**src/design/ims_defines.svh**
```systemverilog
`ifndef IMS_DEFINES_SVH
`define IMS_DEFINES_SVH

`define IMS_CLK_HZ        50000000
`define IMS_SCL_STD_HZ    100000
`define IMS_QTR_CYC       (`IMS_CLK_HZ / (4 * `IMS_SCL_STD_HZ))
`define IMS_DIV_W         16
`define IMS_ADDR_W        8

`define IMS_OFF_CTRL      8'h00
`define IMS_OFF_STAT      8'h04
`define IMS_OFF_TXD       8'h08
`define IMS_OFF_IFG       8'h0C
`define IMS_OFF_IE        8'h10
`define IMS_OFF_DIV       8'h14

`define IMS_CTRL_START    0
`define IMS_CTRL_STOP     1
`define IMS_CTRL_TR       2
`define IMS_CTRL_MM       3

`define IMS_STAT_BUSY     0
`define IMS_STAT_WAIT     1

`define IMS_IFG_TX        0
`define IMS_IFG_STT       1
`define IMS_IFG_STP       2
`define IMS_IFG_NACK      3
`define IMS_IFG_W         4

`define IMS_BIT_MSB       3'h7
`define IMS_ZERO32        32'h0000_0000

`endif

```
**src/design/ims_pkg.sv**
```systemverilog
`include "ims_defines.svh"

package ims_pkg;

  typedef enum logic [3:0] {
    IMS_IDLE   = 4'b0000,
    IMS_WAIT   = 4'b0001,
    IMS_STA_A  = 4'b0010,
    IMS_STA_B  = 4'b0011,
    IMS_HOLD   = 4'b0100,
    IMS_LOW    = 4'b0101,
    IMS_HIGH   = 4'b0110,
    IMS_ACK_L  = 4'b0111,
    IMS_ACK_H  = 4'b1000,
    IMS_STP_A  = 4'b1001,
    IMS_STP_B  = 4'b1010,
    IMS_RS     = 4'b1011
  } ims_state_e;

  typedef struct packed {
    ims_state_e              st;
    logic [`IMS_DIV_W-1:0]   cnt;
    logic [`IMS_DIV_W-1:0]   div;
    logic                    start_request_bit;
    logic                    stop_req;
    logic                    transmitter_select;
    logic                    multi_master_select;
    logic [7:0]              transmit_holding_reg;
    logic                    txfull;
    logic [7:0]              shreg;
    logic [2:0]              bitn;
    logic                    bus_busy_flag;
    logic [`IMS_IFG_W-1:0]   ifg;
    logic [`IMS_IFG_W-1:0]   ie;
    logic                    scl_oe;
    logic                    sda_oe;
    logic                    irq;
    logic [31:0]             rdata;
    logic                    scl_d;
    logic                    sda_d;
  } ims_state_s;

endpackage

```
**src/design/ims_core.sv**
```systemverilog
// The implementer's own choices: the register offsets and strobed register access.
`timescale 1ns/1ns

module ims_core
  import ims_pkg::*;
#(
  parameter int SCL_QTR_CYC = `IMS_QTR_CYC
) (
  input  wire logic                   ref_clk,
  input  wire logic                   rstn,
  input  wire logic [`IMS_ADDR_W-1:0] reg_addr,
  input  wire logic [31:0]            reg_wdata,
  input  wire logic                   reg_wr,
  input  wire logic                   reg_rd,
  output logic      [31:0]            reg_rdata,
  input  wire logic                   scl_i,
  output logic                        scl_o,
  output logic                        scl_oe,
  input  wire logic                   sda_i,
  output logic                        sda_o,
  output logic                        sda_oe,
  output logic                        irq
);

  initial begin
    if (SCL_QTR_CYC < 2 || SCL_QTR_CYC >= (1 << `IMS_DIV_W))
      $error("SCL_QTR_CYC out of range");
  end

  localparam logic [`IMS_DIV_W-1:0] DIV_RST = `IMS_DIV_W'(SCL_QTR_CYC);

  localparam ims_state_s RST = '{
    st: IMS_IDLE, cnt: '0, div: DIV_RST, start_request_bit: 1'b0, stop_req: 1'b0,
    transmitter_select: 1'b0, multi_master_select: 1'b0, transmit_holding_reg: 8'h00,
    txfull: 1'b0, shreg: 8'h00, bitn: 3'h0, bus_busy_flag: 1'b0, ifg: '0, ie: '0,
    scl_oe: 1'b0, sda_oe: 1'b0, irq: 1'b0, rdata: `IMS_ZERO32, scl_d: 1'b1, sda_d: 1'b1};

  ims_state_s r;
  ims_state_s n;
  logic [1:0] line_s;
  logic       scl_s;
  logic       sda_s;

  ims_sync #(.WIDTH(2)) u_sync (
    .ref_clk  (ref_clk),
    .rstn     (rstn),
    .async_in ({scl_i, sda_i}),
    .sync_out (line_s)
  );
  assign scl_s = line_s[1];
  assign sda_s = line_s[0];

  function automatic logic hit(input logic [`IMS_ADDR_W-1:0] a,
                               input logic [`IMS_ADDR_W-1:0] off);
    return a == off;
  endfunction

  logic start_det;
  logic stop_det;
  logic scl_fall;
  logic tick;
  logic [`IMS_IFG_W-1:0] ifg_set;
  logic [`IMS_IFG_W-1:0] ifg_hwclr;
  logic [`IMS_IFG_W-1:0] ifg_swclr;
  logic tx_wr;

  assign start_det = r.scl_d && scl_s && r.sda_d && !sda_s;
  assign stop_det  = r.scl_d && scl_s && !r.sda_d && sda_s;
  assign scl_fall  = r.scl_d && !scl_s;
  assign tick      = r.cnt == r.div - `IMS_DIV_W'(1);
  assign tx_wr     = reg_wr && hit(reg_addr, `IMS_OFF_TXD);

  always_comb begin
    n = r;
    n.scl_d = scl_s;
    n.sda_d = sda_s;
    n.cnt = tick ? '0 : r.cnt + `IMS_DIV_W'(1);
    ifg_set = '0;
    ifg_hwclr = '0;
    ifg_swclr = '0;

    // Bus busy follows the line, not our own engine
    if (start_det)
      n.bus_busy_flag = 1'b1;
    else if (stop_det)
      n.bus_busy_flag = 1'b0;

    ifg_set[`IMS_IFG_STT] = start_det;
    ifg_set[`IMS_IFG_STP] = stop_det;
    ifg_hwclr[`IMS_IFG_STT] = stop_det;
    ifg_hwclr[`IMS_IFG_STP] = start_det;
    ifg_hwclr[`IMS_IFG_NACK] = start_det;

    if (reg_wr) begin
      if (hit(reg_addr, `IMS_OFF_CTRL)) begin
        n.start_request_bit   = r.start_request_bit | reg_wdata[`IMS_CTRL_START];
        n.stop_req            = r.stop_req | reg_wdata[`IMS_CTRL_STOP];
        n.transmitter_select  = reg_wdata[`IMS_CTRL_TR];
        n.multi_master_select = reg_wdata[`IMS_CTRL_MM];
      end
      if (hit(reg_addr, `IMS_OFF_IFG))
        ifg_swclr = reg_wdata[`IMS_IFG_W-1:0];
      if (hit(reg_addr, `IMS_OFF_IE))
        n.ie = reg_wdata[`IMS_IFG_W-1:0];
      if (hit(reg_addr, `IMS_OFF_DIV) && reg_wdata[`IMS_DIV_W-1:0] > `IMS_DIV_W'(1))
        n.div = reg_wdata[`IMS_DIV_W-1:0];
    end

    // Buffer write in the bus wait is discarded
    if (tx_wr && r.st != IMS_WAIT) begin
      n.transmit_holding_reg = reg_wdata[7:0];
      n.txfull = 1'b1;
      ifg_swclr[`IMS_IFG_TX] = 1'b1;
    end

    case (r.st)
      IMS_IDLE: begin
        n.cnt = '0;
        if (r.start_request_bit) begin
          if (r.multi_master_select && r.bus_busy_flag)
            n.st = IMS_WAIT;
          else
            n.st = IMS_STA_A;
        end
      end
      IMS_WAIT: begin
        n.cnt = '0;
        // Foreign clock traffic still steps the ready flag
        if (r.transmitter_select && scl_fall)
          ifg_set[`IMS_IFG_TX] = 1'b1;
        // No bus-free delay: start follows release at once
        if (!r.bus_busy_flag)
          n.st = IMS_STA_A;
      end
      IMS_STA_A: begin
        n.scl_oe = 1'b0;
        n.sda_oe = 1'b0;
        if (tick && scl_s)
          n.st = IMS_STA_B;
        else if (!scl_s)
          n.cnt = '0;
      end
      IMS_STA_B: begin
        n.sda_oe = 1'b1;
        if (tick) begin
          n.st = IMS_HOLD;
          n.scl_oe = 1'b1;
          n.start_request_bit = 1'b0;
          n.txfull = 1'b0;
          ifg_set[`IMS_IFG_TX] = r.transmitter_select;
        end
      end
      IMS_HOLD: begin
        n.cnt = '0;
        if (r.start_request_bit)
          n.st = IMS_RS;
        else if (r.stop_req)
          n.st = IMS_STP_A;
        else if (r.txfull) begin
          n.shreg = r.transmit_holding_reg;
          n.txfull = 1'b0;
          n.bitn = `IMS_BIT_MSB;
          n.st = IMS_LOW;
        end
      end
      IMS_LOW: begin
        n.sda_oe = !r.shreg[r.bitn];
        if (tick) begin
          n.scl_oe = 1'b0;
          n.st = IMS_HIGH;
        end
      end
      IMS_HIGH: begin
        if (!scl_s)
          n.cnt = '0;
        else if (tick) begin
          n.scl_oe = 1'b1;
          n.bitn = r.bitn - 3'h1;
          n.st = (r.bitn == 3'h0) ? IMS_ACK_L : IMS_LOW;
        end
      end
      IMS_ACK_L: begin
        n.sda_oe = 1'b0;
        if (tick) begin
          n.scl_oe = 1'b0;
          n.st = IMS_ACK_H;
        end
      end
      IMS_ACK_H: begin
        if (!scl_s)
          n.cnt = '0;
        else if (tick) begin
          n.scl_oe = 1'b1;
          n.st = IMS_HOLD;
          ifg_set[`IMS_IFG_NACK] = sda_s;
          ifg_set[`IMS_IFG_TX] = !sda_s;
        end
      end
      IMS_RS: begin
        // Release data while clock is low, then rebuild a start
        n.sda_oe = 1'b0;
        if (tick) begin
          n.scl_oe = 1'b0;
          n.st = IMS_STA_A;
        end
      end
      IMS_STP_A: begin
        n.sda_oe = 1'b1;
        if (tick) begin
          n.scl_oe = 1'b0;
          n.st = IMS_STP_B;
        end
      end
      IMS_STP_B: begin
        if (!scl_s)
          n.cnt = '0;
        else if (tick) begin
          n.sda_oe = 1'b0;
          n.stop_req = 1'b0;
          n.st = IMS_IDLE;
        end
      end
      default: begin
        n.st = IMS_IDLE;
        n.scl_oe = 1'b0;
        n.sda_oe = 1'b0;
      end
    endcase

    // Set beats either clear
    n.ifg = (r.ifg & ~ifg_swclr & ~ifg_hwclr) | ifg_set;
    // Registered from next flags, so a bus clear drops the line next edge
    n.irq = |(n.ifg & n.ie);

    n.rdata = `IMS_ZERO32;
    if (reg_rd) begin
      if (hit(reg_addr, `IMS_OFF_CTRL))
        n.rdata = {28'h000_0000, r.multi_master_select, r.transmitter_select,
                   r.stop_req, r.start_request_bit};
      else if (hit(reg_addr, `IMS_OFF_STAT))
        n.rdata = {30'h0000_0000, r.st == IMS_WAIT, r.bus_busy_flag};
      else if (hit(reg_addr, `IMS_OFF_TXD))
        n.rdata = {24'h00_0000, r.transmit_holding_reg};
      else if (hit(reg_addr, `IMS_OFF_IFG))
        n.rdata = {28'h000_0000, r.ifg};
      else if (hit(reg_addr, `IMS_OFF_IE))
        n.rdata = {28'h000_0000, r.ie};
      else if (hit(reg_addr, `IMS_OFF_DIV))
        n.rdata = {16'h0000, r.div};
    end
  end

  always_ff @(posedge ref_clk) begin
    if (!rstn)
      r <= RST;
    else
      r <= n;
  end

  assign reg_rdata = r.rdata;
  assign scl_oe    = r.scl_oe;
  assign sda_oe    = r.sda_oe;
  assign irq       = r.irq;
  assign scl_o     = RST.scl_oe;
  assign sda_o     = RST.sda_oe;
endmodule // ims_core

```
**src/design/ims_sync.sv**
```systemverilog
`timescale 1ns/1ns

module ims_sync #(
  parameter int WIDTH = 2
) (
  input  wire logic             ref_clk,
  input  wire logic             rstn,
  input  wire logic [WIDTH-1:0] async_in,
  output logic      [WIDTH-1:0] sync_out
);

  logic [WIDTH-1:0] meta_reg;

  generate
    for (genvar i = 0; i < WIDTH; i++) begin : g_bit
      // Reset high: an idle open-drain line reads as released
      always_ff @(posedge ref_clk) begin
        if (!rstn) begin
          meta_reg[i] <= 1'b1;
          sync_out[i] <= 1'b1;
        end else begin
          meta_reg[i] <= async_in[i];
          sync_out[i] <= meta_reg[i];
        end
      end
    end
  endgenerate

endmodule // ims_sync
```
**config.mk**
```make
export PLATFORM = sky130hd
export DESIGN_NAME = ims_core
export DESIGN_NICKNAME = d
export VERILOG_FILES = /design/src/design/ims_pkg.sv /design/src/design/ims_core.sv /design/src/design/ims_sync.sv
export VERILOG_INCLUDE_DIRS = /design/src /design/src/design
export SDC_FILE = /design/constraint.sdc
export NUM_CORES = 1
export LEC_CHECK = 0
export ABC_AREA = 1
export BUFFER_PORTS_ARGS = -buffer_cell sky130_fd_sc_hd__buf_2
export CORE_UTILIZATION = 52
export CTS_CLUSTER_SIZE = 16
export DETAILED_ROUTE_END_ITERATION = 10
export GPL_TIMING_DRIVEN = 0
export PLACE_DENSITY = 0.77
export SLEW_MARGIN = 0
export SYNTH_ARGS = -nofsm -noshare
export SYNTH_HDL_FRONTEND = slang
export SYNTH_SLANG_ARGS = --single-unit
```
**constraint.sdc**
```tcl
create_clock -name ref_clk -period 2.1 [get_ports ref_clk]
set_input_delay 0.42 -clock ref_clk [delete_from_list [all_inputs] [get_ports ref_clk]]
set_output_delay 0.42 -clock ref_clk [all_outputs]
set_load 0.005 [all_outputs]
```
* Yosys cells after proc, flatten, opt, wreduce, memory -nomap -nowiden
Cells that the tools add are included.
Word-level totals: register bits after elaboration 110
Cells by class: $add $sub $neg 3, magnitude comparators 2, eq/ne operators 36, multiplexer cells 68, bitwise gates (word level) 15, reductions and logical operators 40
Operators with widths (number):
- 4-bit two-way mux | 24
- 16-bit two-way mux | 3
- 16-bit one-hot mux with 3 select lines | 1
- 4-bit one-hot mux with 12 select lines | 1
- 12-bit two-way mux | 3
- 8-bit two-way mux | 4
- 2-bit inequality test (second input constant) | 12
- 1-bit two-way mux | 22
- 16-bit by 1-bit adder with 16-bit output (second input constant) | 1
- 16-bit equality test | 1
- 4-bit by 3-bit equality test with 1-bit output (second input constant) | 4
- 4-bit equality test (second input constant) | 4
- 8-bit by 4-bit equality test with 1-bit output (second input constant) | 2
- 8-bit by 5-bit equality test with 1-bit output (second input constant) | 2
- 16-bit by 1-bit > comparator with 1-bit output (second input constant) | 1
- 4-bit OR reduction | 4
- 16-bit by 1-bit subtractor with 16-bit output (second input constant) | 1
- 13-bit AND reduction | 1
- 4-bit bitwise AND | 3
- 1-bit logical AND | 12
- 2-bit by 1-bit inequality test with 1-bit output (second input constant) | 5
- 4-bit by 2-bit equality test with 1-bit output (second input constant) | 2
- 8-bit by 3-bit equality test with 1-bit output (second input constant) | 1
- 8-bit logical NOT | 1
- 29 further kinds | 49

* Longest topological paths before layout
Gate-level depths: netlist of run 1.
word-level depth 10, gate-level depth with buffers 18

* Hierarchy
A second synthesis of run 1 with hierarchy kept.
Unflattened totals: cells, all modules 710, area total of the unflattened synthesis 4989.8 um^2
By module, submodules not included:
- ims_core | times used 1, cells an instance 698, area each 4879.7 um^2, seq. area each 1801.7 um^2
- ims_sync | times used 1, cells an instance 12, area each 110.1 um^2, seq. area each 80.1 um^2

* Worst setup path after synthesis of run 1
OpenSTA, ideal clock, no wires.
kind input to register, start in reg_addr[7], end reg r, in the netlist irq, setup time 115 ps, arrival time 1852 ps, data required time 1985 ps, slack 133 ps, stages on the path 11, path buffers 0, path through or2_1 nor3_4 nand3_1 nor2_4 inv_2 nor3_4 inv_2 o311ai_0 nand3_1 nand2_1 nand2_1
Between the ends: word-level cells in the longest chain between the ends 10, elaborated cells on any way between the ends 16, classes of those cells eq/ne: 3; mux: 5; bitwise: 5; reduce/logical: 3
Ends and longest elaborated chain:
- start: declaration | line ims_core.sv:11 | input wire logic [`IMS_ADDR_W-1:0] reg_addr,
- 8-bit by 4-bit equality test with 1-bit output | line ims_core.sv:55 | return a == off;
- 4-bit two-way mux or 1-bit logical AND (tied branches) | line ims_core.sv:101, ims_core.sv:71
- 4-bit two-way mux or 1-bit logical AND (tied branches) | line ims_core.sv:94, ims_core.sv:110
- 1-bit two-way mux | line ims_core.sv:110 | if (tx_wr && r.st != IMS_WAIT) begin
- 4-bit inverter | line ims_core.sv:231 | n.ifg = (r.ifg & ~ifg_swclr & ~ifg_hwclr) | ifg_set;
- 4-bit bitwise AND (2 in series) | line ims_core.sv:231
- 4-bit OR | line ims_core.sv:231
- 4-bit bitwise AND * | line ims_core.sv:233 | n.irq = |(n.ifg & n.ie);
- 4-bit OR reduction * | line ims_core.sv:233
- end signal: assignment | line ims_core.sv:257 | r <= n;
- end: declaration | line ims_core.sv:38 | ims_state_s r;
Every way passes the cells marked *; elsewhere a longest branch is shown, timed or not. A chain may end at the register's enable or synchronous reset.

* Worst setup path after layout of run 1
start reg r[72] (netlist name), end reg r[47] (netlist name)
Between the ends: word-level cells in the longest chain between the ends 4
Ends and longest elaborated chain:
- 16-bit by 1-bit subtractor with 16-bit output | line ims_core.sv:70 | assign tick = r.cnt == r.div - `IMS_DIV_W'(1);
- 16-bit equality test | line ims_core.sv:70
- 2-bit inequality test (no source line)
- 6-bit AND reduction (no source line)
Every way passes these cells.

==> results of run 1 <==
[worst max-delay path: stages (launching register included)]
cell	delay [ns]
dfxtp_4	0.39
nor2_4	0.15
nand2_4	0.08
nor2_4	0.17
nand2_1	0.07
nand2_1	0.07
nand2_2	0.07
nor2_2	0.13
nand2_1	0.07
nor2_2	0.13
nand3_4	0.15
nor2_4	0.24
a21oi_2	0.10
nand2_1	0.07
nand2_1	0.05
nor2_1	0.10
[stage by stage]
stage               worst slack (ns)  std cells  util [%]  power (µW)
floorplan                      0.133        811         -        2580
global placement              -0.408        991      58.6        2810
detailed placement            -0.458        991      58.6        2800
CTS                          -0.0481       1013      62.3        4270
global route                  -0.175       1024      64.9        4660
finish                       -0.0187       1024      64.9        4460
[placed cells by master (no fill, tap or decap), drive strengths merged, types with 15 or more instances in the layout]
master	n
a21oi	41
buf	100
clkbuf	23
conb	18
dfxtp	94
inv	112
nand2	174
nand3	53
nor2	138
nor3	15
o21ai	39
[power groups by stage]
stage          Combinational [µW]  Sequential, µW  Clock [µW]
2_1_floorplan                 670            1910           0
3_3_place_gp                  877            1930           0
3_5_place_dp                  873            1930           0
4_1_cts                       903            1880        1480
5_1_grt                      1210            1890        1560
6_report                     1090            1890        1480
[how the worst min path moves through the flow]
| stage | startpoint | to | slack, ns | depth (start not counted) |
|---|---|---|---|---|
| final | scl_i | u_sync.meta_reg[1] | 0.22 | 2 |
| after global routing | scl_i | u_sync.meta_reg[1] | 0.23 | 2 |
| after global placement | u_sync.meta_reg[0] | u_sync.sync_out[0] | 0.39 | 1 |
| after CTS | scl_i | u_sync.meta_reg[1] | 0.22 | 2 |
| after detailed placement | u_sync.meta_reg[0] | u_sync.sync_out[0] | 0.40 | 1 |
| after floorplan | u_sync.meta_reg[0] | u_sync.sync_out[0] | 0.39 | 1 |
[area by class of cell]
cell class / instances / share of cell area [%]
buffer: 47 / 5.06
clock buffer: 11 / 2.22
clock inverter: 5 / 1.67
inverter: 112 / 6.67
multi-input combinational: 557 / 45.8
sequential: 94 / 29.8
tap: 133 / 2.61
timing repair buffer: 65 / 6.20
[logic make-up (layout without fill, tap and decap cells)]
kind of cell | Yosys count | after routing | share of synthesized area [%]
compound gates | 110 | 110 | 12.3
other cells | 1 | 18 | 0.0709
buf+inv | 160 | 240 | 14.1
flops | 94 | 94 | 35.6
fa+ha+maj | 4 | 4 | 0.947
simple gates | 410 | 410 | 34.5
xor+xnor | 15 | 15 | 2.49
[repair_timing]
action	CTS	global route
resized for setup	27	45
pin swaps	16	34
cloned	0	1
setup endpoints to repair	31	32
setup buffers	6	11
[layer usage]
| layer | vias to the layer above | global-route usage, % | wire (µm) |
|---|---|---|---|
| li1 | 2671 | - | - |
| met1 | 2348 | 38.4 | 6440 |
| met2 | 245 | 40.7 | 5900 |
| met3 | 22 | 5.15 | 1210 |
| met4 | 0 | 7.58 | 182 |
| met5 | - | 0 | 0 |
[Yosys cell counts (all sizes together) (9+ instances only)]
master / n
nand2: 174
nor2: 138
inv: 112
dfxtp: 94
nand3: 53
a21oi: 41
o21ai: 39
buf: 37
nor3: 15
clkbuf: 11
xor2: 11
nand4: 10
a211oi: 9
==> metrics.md, run 1 <==
| Metric | Value |
|---|---|
| Post-DP HPWL | `10,200 µm` |
| Yosys warning count | `0` |
| Top cell type's share of synthesized area | `35.6%` |
| Status | `complete, but fails checks` |
| Core box area | `9820 µm²` |
| HP Class | `input port to flip-flop` |
| H-Tree Depth | `3` |
| RSZ-0062 raised after global routing | `yes` |
| Sequential share of the synthesized area | `35.6%` |
| Root Driver | `clkbuf_8` |
| TritonCTS clock tree | `yes` |
| Chip width | `103 µm` |
| Core Rows | `36` |
| DR DRC count | `0` |
| Clk sinks | `94` |
| Hold_buf cts | `0` |
| Critical R2R Capture | `r[47]` |
| Period utilisation layout | `101%` |
| Vias in the first global route | `4,506` |
| Gate power share | `24.5%` |
| Initial antenna violation count | `0` |
| Clock-pin slew on the worst setup and hold paths | `0.09 ns` |
| R2r setup slk | `-0.02 ns` |
| CP Data Required Time | `2.42 ns` |
| Top_reg_cell synth | `dfxtp_1` |
| First-pass GRT wire length | `21,500 µm` |
| Worst setup SP type | `flip-flop` |
| Top area cells in the synthesized netlist | `dfxtp_1 (36%), nand2_1 (12%), nor2_1 (8.9%), inv_1 (7.7%), buf_4 (5.0%)` |
| Die Ht | `103 µm` |
| Asr flop ratio synth | `0%` |
| Starting density of the core | `53.8%` |
| Clk Latency, worst-skew pair | `0.38 ns` |
| Synthesized area per cell | `6.66 µm²` |
| Seq pwr share | `42.3%` |
| Peak Freq | `0.472 GHz` |
| Internal cell power | `3070 µW` |
| Leading area contributor after synthesis | `dfxtp_1` |
| Max FFs per register | `71` |
| Post-layout minimum cycle time | `2.12 ns` |
| Fillers | `888` |
| Crit path to | `r[47]` |
| Routed wire per std cell | `13.4 µm` |
| Setup TNS | `-0.0367 ns` |
| Area Overhead vs Synth | `20.6%` |
| Routed wire length | `13,700 µm` |
| Synth Register Bits | `94` |
| Final ANT Viol Nets | `0` |
| Share of cells above drive strength 1 | `22.1%` |
| Drt pass-1 iters | `8` |
| Worst-margin pin slew | `0.653 ns` |
| Leak | `0.00296 µW` |
| Yosys cell types | `46` |
| Hold_ws | `0.224 ns` |
| Max Slew Vio Count | `0` |
| Largest net degree at the start of global routing | `16` |
| Worst reg-to-reg path cell count | `15` |
| Sw power | `1390 µW` |
| Multi-input gate area | `2920 µm²` |
| Worst-path maximum fanout | `6` |
| Reg with most FFs | `r` |
| Rel. slew slack | `56.1%` |
| Iter 0 DRT Violations | `378` |
| Inserted Diodes | `0` |
| Final setup vio count | `4` |
| Placer Congestion | `0.944` |
| Post-synth EDFFs | `0` |
| Sw Ratio | `31.2%` |
| Max Cap Viol | `0` |
| Synthesized instance count | `794` |
| Clock skew | `0.00880 ns` |
| CP Capture Type | `flip-flop` |
| Routed vias | `5,286` |
| Final Worst Setup Slack | `-0.0187 ns` |
| Longest Clk Path Bufs | `2` |
| Mapped cell area | `5290 µm²` |
| Clock buffer count from CTS | `9` |
| Cell area after placement | `5750 µm²` |
| Final instance area | `6380 µm²` |
| Vias per std cell | `5.16` |
| Die area | `10,600 µm²` |
| Seq. cell area | `1900 µm²` |
| Launch point of the worst path | `r[72]` |
| VDD IR-drop max | `413 µV` |
| Grt ovf | `0` |
| IO Count | `83` |
| Crit path kind | `flip-flop to flip-flop` |
| # port buffers | `47` |
| RR Startpoint | `r[72]` |
| Pwr Density | `699 nW/µm²` |
| Total GRT Usage | `26.7%` |
| Final net count | `936` |
| Final Hold Vio Count | `0` |
| Failing checks | `setup timing` |
| Clock power frac | `33.2%` |
| Critical path arrival | `2.43 ns` |
Note: power is estimated with default switching activity, not from simulation.
==> run 2: changes to the inputs <==
- PLACE_DENSITY: 0.77 -> 0.83
==> run 2 against run 1 <==
Net effect: the run still ends with setup timing left; first-iteration DRC count up 40%; combinational power down 6%; critical endpoint is now r[48]; design area up 1.9%; clock skew grew 0.0010 ns; sequential share of layout area decreased by 0.52 points; global-route usage up 0.25 points; final cell count up 0.88%; clock power decreased by 9%; worst hold slack better by 0.0060 ns; setup slack worse by 0.066 ns.
==> metrics.md, run 2 (synthesis gave the netlist of run 1 again) <==
| Metric | Value |
|---|---|
| Status | `complete, but fails checks` |
| Failing checks | `setup timing` |
| Commonest non-fill, non-tap cell in the layout | `nand2_1` |
| Core box area | `9820 µm²` |
| Critical path arrival | `2.50 ns` |
| Max Cap Viol | `0` |
| CP Capture Type | `flip-flop` |
| Final instance area | `6500 µm²` |
| Share of cells above drive strength 1 | `24.9%` |
| Final ANT Viol Nets | `0` |
| Longest Clk Path Bufs | `2` |
| Max FFs per register | `71` |
| Routed vias | `5,552` |
| Most frequent cells in the layout | `nand2_1 (148), nor2_1 (111), inv_1 (106)` |
| Core Rows | `36` |
| Reg with most FFs | `r` |
| Max Slew Vio Count | `0` |
| Pwr Density | `654 nW/µm²` |
| Routed wire length | `14,800 µm` |
| Clock skew | `0.00983 ns` |
| Die area | `10,600 µm²` |
| Iter 0 DRT Violations | `529` |
| Clk Latency, worst-skew pair | `0.38 ns` |
| IO Count | `83` |
| Starting density of the core | `53.8%` |
| Final net count | `946` |
| TritonCTS clock tree | `yes` |
| Worst-margin pin slew | `0.673 ns` |
| Clock buffer count from CTS | `9` |
| Worst-path maximum fanout | `5` |
| Hold_ws | `0.230 ns` |
| Total GRT Usage | `27.0%` |
| First-pass GRT wire length | `22,000 µm` |
| Grt ovf | `0` |
| Die Ht | `103 µm` |
| Clk sinks | `94` |
| Inserted Diodes | `0` |
| Vias in the first global route | `4,698` |
| Post-DP HPWL | `10,200 µm` |
| Placer Congestion | `0.992` |
| RSZ-0062 raised after global routing | `yes` |
| Leak | `0.00302 µW` |
| Period utilisation layout | `104%` |
| Largest net degree at the start of global routing | `16` |
| Root Driver | `clkbuf_8` |
| HP Class | `input port to flip-flop` |
| Cell area after placement | `5750 µm²` |
| Initial antenna violation count | `0` |
| Crit path kind | `flip-flop to flip-flop` |
| # port buffers | `47` |
| DR DRC count | `0` |
| Vias per std cell | `5.37` |
| H-Tree Depth | `3` |
| Final Worst Setup Slack | `-0.0852 ns` |
| Chip width | `103 µm` |
| VDD IR-drop max | `376 µV` |
| Post-layout minimum cycle time | `2.19 ns` |
| Final Hold Vio Count | `0` |
| Peak Freq | `0.458 GHz` |
| Clock-pin slew on the worst setup and hold paths | `0.10 ns` |
| Worst reg-to-reg path cell count | `14` |
| Worst setup SP type | `flip-flop` |
| Rel. slew slack | `54.8%` |
| Area Overhead vs Synth | `22.9%` |
| Final setup vio count | `20` |
| CP Data Required Time | `2.41 ns` |
| Hold-critical path depth | `2` |
| Routed wire per std cell | `14.3 µm` |
| Drt pass-1 iters | `5` |
-- run 2: power breakdown --
group          switching (µW)  leakage [µW]  internal [µW]  total (µW)
clock network             671      0.000105            665        1340
registers                57.4      0.000760           1830        1880
logic                     658       0.00216            374        1030
total                    1390       0.00302           2860        4250
-- run 2: metal layers --
metal | global-route usage, % | routed length [µm]
met2 | 43.1 | 6680
met3 | 4.27 | 1330
met4 | 9.97 | 465
met1 | 36.7 | 6330
met5 | 0 | 0
-- run 2: worst max-delay path, stage by stage, from the launching register on --
cell and delay, ns:
dfxtp_4 0.37, inv_4 0.06, ha_4 0.18, nand2_2 0.11, nor2_4 0.18, nand3_1 0.10, nand2_1 0.12, nand2_1 0.12
nor2_2 0.17, nand3_4 0.15, nor2_4 0.23, a21oi_2 0.11, nand2_1 0.08, nand2_1 0.04, nor2_1 0.11
-- run 2: worst paths after layout --
path / from / end / slack, ns
max reg2reg: r[70] / r[48] / -0.09
max: r[70] / r[48] / -0.09
min reg2reg: u_sync.meta_reg[0] / u_sync.sync_out[0] / 0.42
min: scl_i / u_sync.meta_reg[1] / 0.23
-- run 2: stage by stage --
stage	util (%)	worst slack (ns)	setup TNS, ns	total power (µW)	instances
detailed placement	58.6	-0.392	-10.54	2800	991
floorplan	-	0.133	0	2580	811
global route	66.2	-0.235	-3.08	4420	1033
CTS	62.4	-0.0799	-0.505	4120	1017
finish	66.2	-0.0852	-0.644	4250	1033
global placement	58.6	-0.395	-9.80	2810	991
-- run 2: timing repair --
action                                  CTS  global route
pin swaps                                30            28
hold buffers                              0             0
endpoints found under the setup margin   31            35
cloned                                    0             0
setup buffers                            12            17
gates resized for setup                  31            69
-- run 2: area by class of cell --
type | instances | area, µm²
fillers | 853 | 3320
well taps | 133 | 166
multi-input cells | 557 | 3000
flip-flops and latches | 94 | 1900
inverters | 112 | 423
plain buffers | 47 | 323
repair buffers | 75 | 472
clock buffers | 9 | 124
clock inverters | 6 | 86.3
